$ cat src/rcg_consts.svh
`ifndef RCG_CONSTS_SVH
`define RCG_CONSTS_SVH

// Register word indices (byte address = 4 * index)
`define RCG_REG_CTRL 6'h00
`define RCG_REG_STATUS 6'h01
`define RCG_REG_IRQ_STAT 6'h02
`define RCG_REG_IRQ_MASK 6'h03
`define RCG_MAP_BASE_BIT 5

// Control register fields
`define RCG_CTRL_REMOTE 0
`define RCG_CTRL_VIRT_IO 1
`define RCG_CTRL_RESET 2'h0

// Map entry layout: enable bit above a 5-bit I/O number
`define RCG_MAP_EN 5
`define RCG_MAP_UNSET 6'h00

// Function slots in the map table
`define RCG_FN_RUN 0
`define RCG_FN_SEL0 1
`define RCG_FN_ABORT 7
`define RCG_FN_SUSPEND 8
`define RCG_FN_RESUME 9
`define RCG_FN_RESET 10
`define RCG_FN_OUT0 16
`define RCG_FN_OUT_CNT 10

// Default map entries after configuration reset
`define RCG_DEF_RUN 6'h20
`define RCG_DEF_W1 6'h21
`define RCG_DEF_W2 6'h22
`define RCG_DEF_W4 6'h23
`define RCG_DEF_ABORT 6'h24
`define RCG_DEF_SUSPEND 6'h25
`define RCG_DEF_RESUME 6'h26
`define RCG_DEF_RESET 6'h27
`define RCG_DEF_READY 6'h20
`define RCG_DEF_RUNNING 6'h21
`define RCG_DEF_PAUSED 6'h22
`define RCG_DEF_ERROR 6'h23
`define RCG_DEF_GUARD 6'h25
`define RCG_DEF_SERIOUS 6'h26
`define RCG_DEF_WARNING 6'h27
`define RCG_DEF_RELEASED 6'h28

// Interrupt status bits
`define RCG_IRQ_RUN 0
`define RCG_IRQ_ABORT 1
`define RCG_IRQ_SUSPEND 2
`define RCG_IRQ_RESUME 3
`define RCG_IRQ_RESET 4
`define RCG_IRQ_REJECT 5
`define RCG_IRQ_RESET_VAL 6'h00

// Status register program number field
`define RCG_STAT_PROG_LSB 16

`endif

$ cat src/rcg_pkg.sv
package rcg_pkg;
  typedef logic [5:0] rcg_map_t;
  typedef logic [23:0] rcg_din_t;
  typedef logic [15:0] rcg_dout_t;
  typedef logic [5:0] rcg_prog_t;
  typedef logic [5:0] rcg_irq_t;
  typedef enum logic [1:0] {BUS_IDLE, BUS_WAIT, BUS_ACK} rcg_bus_e;
endpackage

$ cat src/rcg_edge_sync.sv
`timescale 1ns/1ps
module rcg_edge_sync (
  // Clock and reset
  input wire logic clk_i,
  input wire logic rst_i,
  // Raw discrete inputs
  input wire rcg_pkg::rcg_din_t din_i,
  // Synchronised levels and rising-edge pulses
  output rcg_pkg::rcg_din_t level_o,
  output rcg_pkg::rcg_din_t rise_o
);
  import rcg_pkg::*;

  rcg_din_t meta;
  rcg_din_t stable;
  rcg_din_t prev;

  // Two-stage synchroniser, then one more stage for edge detection
  genvar g;
  generate
    for (g = 0; g < 24; g = g + 1) begin : g_bit
      always_ff @(posedge clk_i) begin
        if (rst_i) begin
          meta[g] <= 1'b0;
          stable[g] <= 1'b0;
          prev[g] <= 1'b0;
        end else begin
          meta[g] <= din_i[g];
          stable[g] <= meta[g];
          prev[g] <= stable[g];
        end
      end
    end
  endgenerate

  // Edge is a single-cycle pulse from stable stages only
  assign level_o = stable;
  assign rise_o = stable & ~prev;
endmodule

$ cat src/rcg_gate.sv
`timescale 1ns/1ps
`include "rcg_consts.svh"
module rcg_gate (
  // Clock and reset
  input wire logic clk_i,
  input wire logic rst_i,
  // Wishbone slave
  input wire logic wb_cyc_i,
  input wire logic wb_stb_i,
  input wire logic wb_we_i,
  input wire logic [7:0] wb_adr_i,
  input wire logic [3:0] wb_sel_i,
  input wire logic [31:0] wb_dat_i,
  output logic [31:0] wb_dat_o,
  output logic wb_ack_o,
  // Discrete I/O lines
  input wire rcg_pkg::rcg_din_t din_i,
  output rcg_pkg::rcg_dout_t dout_o,
  // Controller status
  input wire logic ready_i,
  input wire logic running_i,
  input wire logic paused_i,
  input wire logic error_i,
  input wire logic halt_active_status_i,
  input wire logic guard_open_status_i,
  input wire logic serious_fault_status_i,
  input wire logic warning_i,
  input wire logic halt_released_status_i,
  // Command pulses to the controller
  output logic run_req_o,
  output rcg_pkg::rcg_prog_t run_prog_o,
  output logic abort_o,
  output logic suspend_o,
  output logic resume_o,
  output logic fault_reset_o,
  // Status and interrupt
  output logic external_control_active_o,
  output logic command_rejected_flag_o,
  output logic irq_o
);
  import rcg_pkg::*;

  // Bus side state
  rcg_bus_e bus_state;
  logic [1:0] ctrl;
  rcg_irq_t irq_stat;
  rcg_irq_t irq_mask;
  logic [5:0] word_idx;
  logic map_hit;
  logic bus_wr;
  logic bus_rd;
  logic [31:0] next_rdata;

  // Map table
  logic [191:0] map_table;
  rcg_map_t map_rdata;

  // Input path
  rcg_din_t lvl;
  rcg_din_t rise;
  logic remote_on;
  logic run_edge;
  logic abort_edge;
  logic suspend_edge;
  logic resume_edge;
  logic reset_edge;
  logic abort_lvl;
  logic suspend_lvl;
  rcg_prog_t prog_now;
  logic run_ok;
  logic suspend_ok;
  logic resume_ok;
  logic reset_ok;
  logic any_accept;
  logic any_reject;
  logic [`RCG_FN_OUT_CNT-1:0] out_src;
  rcg_dout_t next_dout;
  rcg_irq_t irq_evt;

  // Slot entry from the flat table
  function automatic rcg_map_t slot(input logic [191:0] tbl, input int idx);
    slot = tbl[idx*6 +: 6];
  endfunction

  // Line value of a mapped function; an unmapped one reads low
  function automatic logic pick(input rcg_map_t ent, input rcg_din_t vec);
    pick = ent[`RCG_MAP_EN] && vec[ent[4:0]];
  endfunction

  // True when an output slot is routed to the given pin
  function automatic logic routes_to(input rcg_map_t ent, input int pin);
    routes_to = ent[`RCG_MAP_EN] && (ent[4:0] == 5'(pin));
  endfunction

  // Synchroniser and edge detector for all discrete inputs
  rcg_edge_sync u_sync (
    .clk_i(clk_i),
    .rst_i(rst_i),
    .din_i(din_i),
    .level_o(lvl),
    .rise_o(rise)
  );

  // Function to pin assignment table, defaults loaded at reset
  rcg_map_regs u_map (
    .clk_i(clk_i),
    .rst_i(rst_i),
    .we_i(bus_wr && map_hit),
    .waddr_i(word_idx[4:0]),
    .wdata_i(wb_dat_i[5:0]),
    .raddr_i(word_idx[4:0]),
    .rdata_o(map_rdata),
    .table_o(map_table)
  );

  // Bus address decode
  assign word_idx = wb_adr_i[7:2];
  assign map_hit = word_idx[`RCG_MAP_BASE_BIT];
  assign bus_wr = (bus_state == BUS_WAIT) && wb_we_i && wb_sel_i[0];
  assign bus_rd = (bus_state == BUS_WAIT) && !wb_we_i;

  // Remote source only; the virtual I/O bit deliberately plays no part
  assign remote_on = ctrl[`RCG_CTRL_REMOTE];

  // Command edges, gated by remote mode and mapping
  assign run_edge = remote_on && pick(slot(map_table, `RCG_FN_RUN), rise);
  assign abort_edge = remote_on && pick(slot(map_table, `RCG_FN_ABORT), rise);
  assign suspend_edge = remote_on && pick(slot(map_table, `RCG_FN_SUSPEND), rise);
  assign resume_edge = remote_on && pick(slot(map_table, `RCG_FN_RESUME), rise);
  assign reset_edge = remote_on && pick(slot(map_table, `RCG_FN_RESET), rise);

  // Levels of the abort and suspend lines for the interlocks
  assign abort_lvl = pick(slot(map_table, `RCG_FN_ABORT), lvl);
  assign suspend_lvl = pick(slot(map_table, `RCG_FN_SUSPEND), lvl);

  // Program select bits are levels, weights 1 to 32
  genvar gs;
  generate
    for (gs = 0; gs < 6; gs = gs + 1) begin : g_sel
      assign prog_now[gs] = pick(slot(map_table, `RCG_FN_SEL0 + gs), lvl);
    end
  endgenerate

  // Acceptance conditions, each judged in the edge cycle only
  assign run_ok = ready_i && !error_i && !halt_active_status_i && !guard_open_status_i
    && halt_released_status_i && !suspend_lvl && !abort_lvl;
  assign suspend_ok = running_i;
  assign resume_ok = paused_i && !suspend_lvl && !abort_lvl;
  assign reset_ok = ready_i;

  // Abort is never refused
  assign any_accept = (run_edge && run_ok) || abort_edge || (suspend_edge && suspend_ok)
    || (resume_edge && resume_ok) || (reset_edge && reset_ok);
  assign any_reject = (run_edge && !run_ok) || (suspend_edge && !suspend_ok)
    || (resume_edge && !resume_ok) || (reset_edge && !reset_ok);

  // Command pulses, one cycle each
  always_ff @(posedge clk_i) begin
    if (rst_i) begin
      run_req_o <= 1'b0;
      abort_o <= 1'b0;
      suspend_o <= 1'b0;
      resume_o <= 1'b0;
      fault_reset_o <= 1'b0;
    end else begin
      run_req_o <= run_edge && run_ok;
      abort_o <= abort_edge;
      suspend_o <= suspend_edge && suspend_ok;
      resume_o <= resume_edge && resume_ok;
      fault_reset_o <= reset_edge && reset_ok;
    end
  end

  // Program number frozen with the accepted run edge
  always_ff @(posedge clk_i) begin
    if (rst_i) begin
      run_prog_o <= 6'h00;
    end else if (run_edge && run_ok) begin
      run_prog_o <= prog_now;
    end
  end

  // Rejected flag: set on a refused edge, cleared by an accepted one
  always_ff @(posedge clk_i) begin
    if (rst_i) begin
      command_rejected_flag_o <= 1'b0;
    end else if (any_reject) begin
      command_rejected_flag_o <= 1'b1;
    end else if (any_accept) begin
      command_rejected_flag_o <= 1'b0;
    end
  end

  // Acceptance possible whenever the remote source is selected
  always_ff @(posedge clk_i) begin
    if (rst_i) begin
      external_control_active_o <= 1'b0;
    end else begin
      external_control_active_o <= remote_on;
    end
  end

  // Status sources in output slot order
  assign out_src = {command_rejected_flag_o, external_control_active_o, halt_released_status_i,
    warning_i, serious_fault_status_i, guard_open_status_i, error_i, paused_i, running_i, ready_i};

  // Route each status to every pin it is mapped to
  always_comb begin
    next_dout = 16'h0000;
    for (int p = 0; p < 16; p++) begin
      for (int f = 0; f < `RCG_FN_OUT_CNT; f++) begin
        if (routes_to(slot(map_table, `RCG_FN_OUT0 + f), p) && out_src[f]) begin
          next_dout[p] = 1'b1;
        end
      end
    end
  end

  // Pins registered so they never glitch during remapping
  always_ff @(posedge clk_i) begin
    if (rst_i) begin
      dout_o <= 16'h0000;
    end else begin
      dout_o <= next_dout;
    end
  end

  // Events feeding the interrupt status
  always_comb begin
    irq_evt = `RCG_IRQ_RESET_VAL;
    irq_evt[`RCG_IRQ_RUN] = run_edge && run_ok;
    irq_evt[`RCG_IRQ_ABORT] = abort_edge;
    irq_evt[`RCG_IRQ_SUSPEND] = suspend_edge && suspend_ok;
    irq_evt[`RCG_IRQ_RESUME] = resume_edge && resume_ok;
    irq_evt[`RCG_IRQ_RESET] = reset_edge && reset_ok;
    irq_evt[`RCG_IRQ_REJECT] = any_reject;
  end

  // Sticky status, cleared by a read; a new event in that cycle survives
  always_ff @(posedge clk_i) begin
    if (rst_i) begin
      irq_stat <= `RCG_IRQ_RESET_VAL;
    end else if (bus_rd && !map_hit && (word_idx == `RCG_REG_IRQ_STAT)) begin
      irq_stat <= irq_evt;
    end else begin
      irq_stat <= irq_stat | irq_evt;
    end
  end

  // Level interrupt from the masked status
  always_ff @(posedge clk_i) begin
    if (rst_i) begin
      irq_o <= 1'b0;
    end else begin
      irq_o <= |((irq_stat | irq_evt) & irq_mask);
    end
  end

  // Bus handshake: wait one cycle for map read data, then ack
  always_ff @(posedge clk_i) begin
    if (rst_i) begin
      bus_state <= BUS_IDLE;
    end else begin
      case (bus_state)
        BUS_IDLE: begin
          if (wb_cyc_i && wb_stb_i) begin
            bus_state <= BUS_WAIT;
          end
        end
        BUS_WAIT: begin
          bus_state <= BUS_ACK;
        end
        BUS_ACK: begin
          bus_state <= BUS_IDLE;
        end
        default: begin
          bus_state <= BUS_IDLE;
        end
      endcase
    end
  end

  // Ack marks the edge where writes land and read data is valid
  always_ff @(posedge clk_i) begin
    if (rst_i) begin
      wb_ack_o <= 1'b0;
    end else begin
      wb_ack_o <= (bus_state == BUS_WAIT);
    end
  end

  // Control and mask registers
  always_ff @(posedge clk_i) begin
    if (rst_i) begin
      ctrl <= `RCG_CTRL_RESET;
      irq_mask <= `RCG_IRQ_RESET_VAL;
    end else if (bus_wr && !map_hit) begin
      if (word_idx == `RCG_REG_CTRL) begin
        ctrl <= wb_dat_i[1:0];
      end
      if (word_idx == `RCG_REG_IRQ_MASK) begin
        irq_mask <= wb_dat_i[5:0];
      end
    end
  end

  // Read multiplexer; unmapped words read zero
  always_comb begin
    next_rdata = 32'h00000000;
    if (map_hit) begin
      next_rdata[5:0] = map_rdata;
    end else begin
      case (word_idx)
        `RCG_REG_CTRL: begin
          next_rdata[1:0] = ctrl;
        end
        `RCG_REG_STATUS: begin
          next_rdata[10:0] = {command_rejected_flag_o, external_control_active_o,
            halt_released_status_i, warning_i, serious_fault_status_i, guard_open_status_i,
            halt_active_status_i, error_i, paused_i, running_i, ready_i};
          next_rdata[`RCG_STAT_PROG_LSB +: 6] = run_prog_o;
        end
        `RCG_REG_IRQ_STAT: begin
          next_rdata[5:0] = irq_stat;
        end
        `RCG_REG_IRQ_MASK: begin
          next_rdata[5:0] = irq_mask;
        end
        default: begin
          next_rdata = 32'h00000000;
        end
      endcase
    end
  end

  // Read data registered together with ack
  always_ff @(posedge clk_i) begin
    if (rst_i) begin
      wb_dat_o <= 32'h00000000;
    end else if (bus_rd) begin
      wb_dat_o <= next_rdata;
    end else begin
      wb_dat_o <= 32'h00000000;
    end
  end
endmodule

$ cat src/rcg_map_regs.sv
`timescale 1ns/1ps
`include "rcg_consts.svh"
module rcg_map_regs (
  // Clock and reset
  input wire logic clk_i,
  input wire logic rst_i,
  // Write port
  input wire logic we_i,
  input wire logic [4:0] waddr_i,
  input wire rcg_pkg::rcg_map_t wdata_i,
  // Registered read port
  input wire logic [4:0] raddr_i,
  output rcg_pkg::rcg_map_t rdata_o,
  // Whole table for the decode logic
  output logic [191:0] table_o
);
  import rcg_pkg::*;

  rcg_map_t mem [0:31];

  // Factory assignment of each function slot
  function automatic rcg_map_t def_entry(input int idx);
    case (idx)
      0: def_entry = `RCG_DEF_RUN;
      1: def_entry = `RCG_DEF_W1;
      2: def_entry = `RCG_DEF_W2;
      3: def_entry = `RCG_DEF_W4;
      7: def_entry = `RCG_DEF_ABORT;
      8: def_entry = `RCG_DEF_SUSPEND;
      9: def_entry = `RCG_DEF_RESUME;
      10: def_entry = `RCG_DEF_RESET;
      16: def_entry = `RCG_DEF_READY;
      17: def_entry = `RCG_DEF_RUNNING;
      18: def_entry = `RCG_DEF_PAUSED;
      19: def_entry = `RCG_DEF_ERROR;
      20: def_entry = `RCG_DEF_GUARD;
      21: def_entry = `RCG_DEF_SERIOUS;
      22: def_entry = `RCG_DEF_WARNING;
      23: def_entry = `RCG_DEF_RELEASED;
      default: def_entry = `RCG_MAP_UNSET;
    endcase
  endfunction

  // One entry per slot, reset to the default assignment
  genvar g;
  generate
    for (g = 0; g < 32; g = g + 1) begin : g_ent
      always_ff @(posedge clk_i) begin
        if (rst_i) begin
          mem[g] <= def_entry(g);
        end else if (we_i && (waddr_i == 5'(g))) begin
          mem[g] <= wdata_i;
        end
      end
      assign table_o[g*6 +: 6] = mem[g];
    end
  endgenerate

  // Read data held in a register for the bus
  always_ff @(posedge clk_i) begin
    if (rst_i) begin
      rdata_o <= `RCG_MAP_UNSET;
    end else begin
      rdata_o <= mem[raddr_i];
    end
  end
endmodule

$ cat config.mk
export PLATFORM = sky130hd
export DESIGN_NAME = rcg_gate
export DESIGN_NICKNAME = d
export VERILOG_FILES = /design/src/rcg_pkg.sv /design/src/rcg_edge_sync.sv /design/src/rcg_gate.sv /design/src/rcg_map_regs.sv
export VERILOG_INCLUDE_DIRS = /design/src /design/src/src
export SDC_FILE = /design/constraint.sdc
export NUM_CORES = 1
export LEC_CHECK = 0
export CORE_ASPECT_RATIO = 0.7
export CORE_MARGIN = 4
export CORE_UTILIZATION = 35
export DETAILED_ROUTE_END_ITERATION = 7
export DONT_BUFFER_PORTS = 1
export PLACE_DENSITY = 0.52
export REMOVE_ABC_BUFFERS = 1
export SETUP_SLACK_MARGIN = 0.1
export SLEW_MARGIN = 25
export SYNTH_ARGS = -nofsm -noshare
export SYNTH_HDL_FRONTEND = slang
export SYNTH_HIERARCHICAL = 1
export SYNTH_SLANG_ARGS = --single-unit
$ cat constraint.sdc
create_clock -name clk_i -period 5 [get_ports clk_i]
set_input_delay 0.75 -clock clk_i [delete_from_list [all_inputs] [get_ports clk_i]]
set_output_delay 0.75 -clock clk_i [all_outputs]
set_load 0.01 [all_outputs]
==> flow_summary.yaml <==
run_status:
  status: "complete, no violations"
cells_and_area:
  layout-drive-gt1-share_pct: 14.3
  fin_nets: 1541
  syn_to_final_growth_pct: 9.03
  fill_cells: 4789
setup_path:
  crit_required_ns: 5.49
  crit_slowest_cell: "edfxtp_1"
  crit_buf_inv: 0
  path_class: "reg2reg"
  max_stage_delay_ns: 0.84
  crit_chain: "mux4_2 > mux2i_1 > o22ai_1 > nor4_4 > nand3_2 > or3b_2 > a21oi_1"
  path_max_fanout: 15
  critPathTopFamily: "simple AND/OR/NAND/NOR gates"
  crit_arrival_ns: 4.03
  cp-start-kind: "register"
  critPathCaptureType: "register"
logic_synthesis:
  synth_area_per_cell_sq_um: 11.8
  yosysSeqAreaShare_pct: 48.1
  synth_cells: 1513
  synth_edf_count: 192
  synth_area_sq_mm: 0.0179
  synth_cell_types: 62
  async_reset_ff_share_pct: 0
  yosys_warnings: 6
  ys.flop_type: "edfxtp_1"
  ys_ff_latch: 334
floorplanning:
  fp.dieW_um: 278
  coreArea_sq_mm: 0.0499
  start_util_pct: 35.9
  ios: 145
  num_rows: 68
  die_h_um: 197
  dieArea_sq_mm: 0.0548
drt:
  wirelength_mm: 61.1
  drc: 0
  route.vias.total: 12800
  wl_per_cell_um: 28.4
  first_pass_iters: 7
  postRouteAntennaNets: 0
  drt_iter0_markers: 1600
  drt-vias-per-instance: 5.97
grt:
  grt_pass1_vias: 12400
  grt_pass1_wl_mm: 88.7
  grt_antenna_before_repair: 0
  overflow: 0
  grt_usage_pct: 21.8
  grt_max_degree: 163
sta:
  slew_headroom_pct: 33.1
  max_freq_mhz: 282
  rsz0062_at_grt: "false"
  fin_skew_ns: 0.0294
  setup_viol: 0
  setup_tns_ns: 0
  hold_viol: 0
  period_share_pct: 71.0
  worst_pin_slew_ns: 0.997
  maxSlewViolCount: 0
  min_period_ns: 3.55
min_path:
  hold_class: "in2reg"
clock_tree:
  cts_hold_buf: 0
  htreeDepth: 2
  clk_pin_slew_ns: 0.06
  cts.sinks: 334
  clk_latency_ns: 0.56
  cts_resized: 0
  postCtsSetupRepairBufs: 0
  cts_buffers: 36
  cts_buffer_depth: 3
  cts_tree: "yes"
  cts-root-buf: "clkbuf_16"
run:
  cap_viol_max_count: 0
placed_design:
  dpl.hpwl_mm: 43.6
  io_buffers: 0
  gp_congestion: 0.994
power:
  ir_worst_vdd_v: 0.000212
  p_total_mw: 6.35
  p_leak_nw: 6.60
  power_density_mw_per_mm2: 326
## layer usage
metal	track usage, %	part of all wire [%]	routed length (um)	vias to the layer above
met3	9.88	15	8990	72
met5	0	0	0	-
met4	3.96	1.4	847	0
li1	-	-	-	5564
met1	33.5	46	28300	6452
met2	28.0	38	23000	761
## final cells by class
class                   instances  area, sq um  share of cell area (%)
multi-input cells            1067         8660                    44.4
flip-flops and latches        334         8610                    44.2
clock buffers                  54         1190                    6.09
well taps                     665          832                    4.27
clock inverters                11          125                   0.642
inverters                      19         71.3                   0.366
repair buffers                  1         7.51                  0.0385
diodes                          2         5.00                  0.0257
## placed cells by master (no fill, tap or decap), types with 12 or more instances in the layout
master,count
edfxtp_1,192
and2_1,166
dfxtp_1,142
mux4_2,125
nor2b_1,114
nor2_1,112
nand2_1,73
mux2i_1,61
or3_1,49
clkbuf_16,42
o22ai_1,37
a21oi_1,35
nor3_1,29
nand3_1,25
nand2b_1,23
o21bai_1,20
inv_1,19
a31oi_1,19
nand3b_1,18
o32ai_1,15
conb_1,15
o21ai_0,12
a22oi_1,12
## worst paths after layout
kind / from / endpoint / slack [ns] / cells past startpoint
setup / recovery: u_map/mem[8][1]$_SDFFCE_PN0P_ / run_prog_o[2]$_SDFFE_PP0P_ / 1.45 / 7
hold / removal: rst_i / u_sync/meta[8]$_SDFF_PP0_ / 0.28 / 1
setup reg to reg: u_map/mem[8][1]$_SDFFCE_PN0P_ / run_prog_o[2]$_SDFFE_PP0P_ / 1.45 / 7
hold reg to reg: bus_state[1]$_SDFFE_PP0P_ / bus_state[0]$_SDFFE_PP0P_ / 0.42 / 1
## sequential cells by signal, indices dropped and copies added, names as in the netlist, 6 cells and up
register,cells
dout_o,16
irq_mask,6
irq_stat,6
run_prog_o,6
u_map/mem,192
u_map/rdata_o,6
u_sync/level_o,24
u_sync/meta,24
u_sync/prev,24
wb_dat_o,17
## stage by stage
stage	hold WS (ns)	utilization [%]	instances	area, sq um	setup slack, ns
finish	0.284	39.1	2153	19500	1.45
global route	0.273	39.1	2151	19500	1.15
CTS	0.252	39.1	2151	19500	1.49
detailed placement	0.418	36.5	2086	18200	1.49
global placement	0.406	36.4	2086	18200	1.52
floorplan	0.401	-	1420	17300	2.28
## power breakdown
group	switching [mW]	total, mW	leakage [nW]	internal, mW
Clock	1.15	2.91	0.648	1.75
Sequential	0.108	3.08	3.00	2.98
Combinational	0.179	0.356	2.95	0.177
Total	1.44	6.35	6.60	4.91
## synthesized netlist by cell type (all sizes together) (12+ instances only)
master	number	area share, %
nand3	26	0.76
or3	49	1.7
nand2b	23	0.80
o21bai	20	0.84
and2	166	5.8
dfxtp	142	16
nor2	112	2.4
nor2b	114	4.0
o21ai	12	0.34
mux4	126	16
a21oi	35	0.98
a22oi	12	0.50
buf	49	2.1
nand2	73	1.5
edfxtp	192	32
o22ai	37	1.3
clkbuf	58	1.2
o32ai	15	0.73
a31oi	19	0.66
mux2i	61	3.4
nand3b	18	0.76
nor3	29	0.81
inv	19	0.40
## kinds of logic after synthesis
logic type / share of synthesized area [%]
buffers and inverters: 3.76
AO/OA/AOI/OAI: 7.73
multiplexers: 19.6
other: 0.0210
flip-flops: 48.1
AND/OR/NAND/NOR: 20.7
Note: power is estimated with default switching activity, not from simulation.
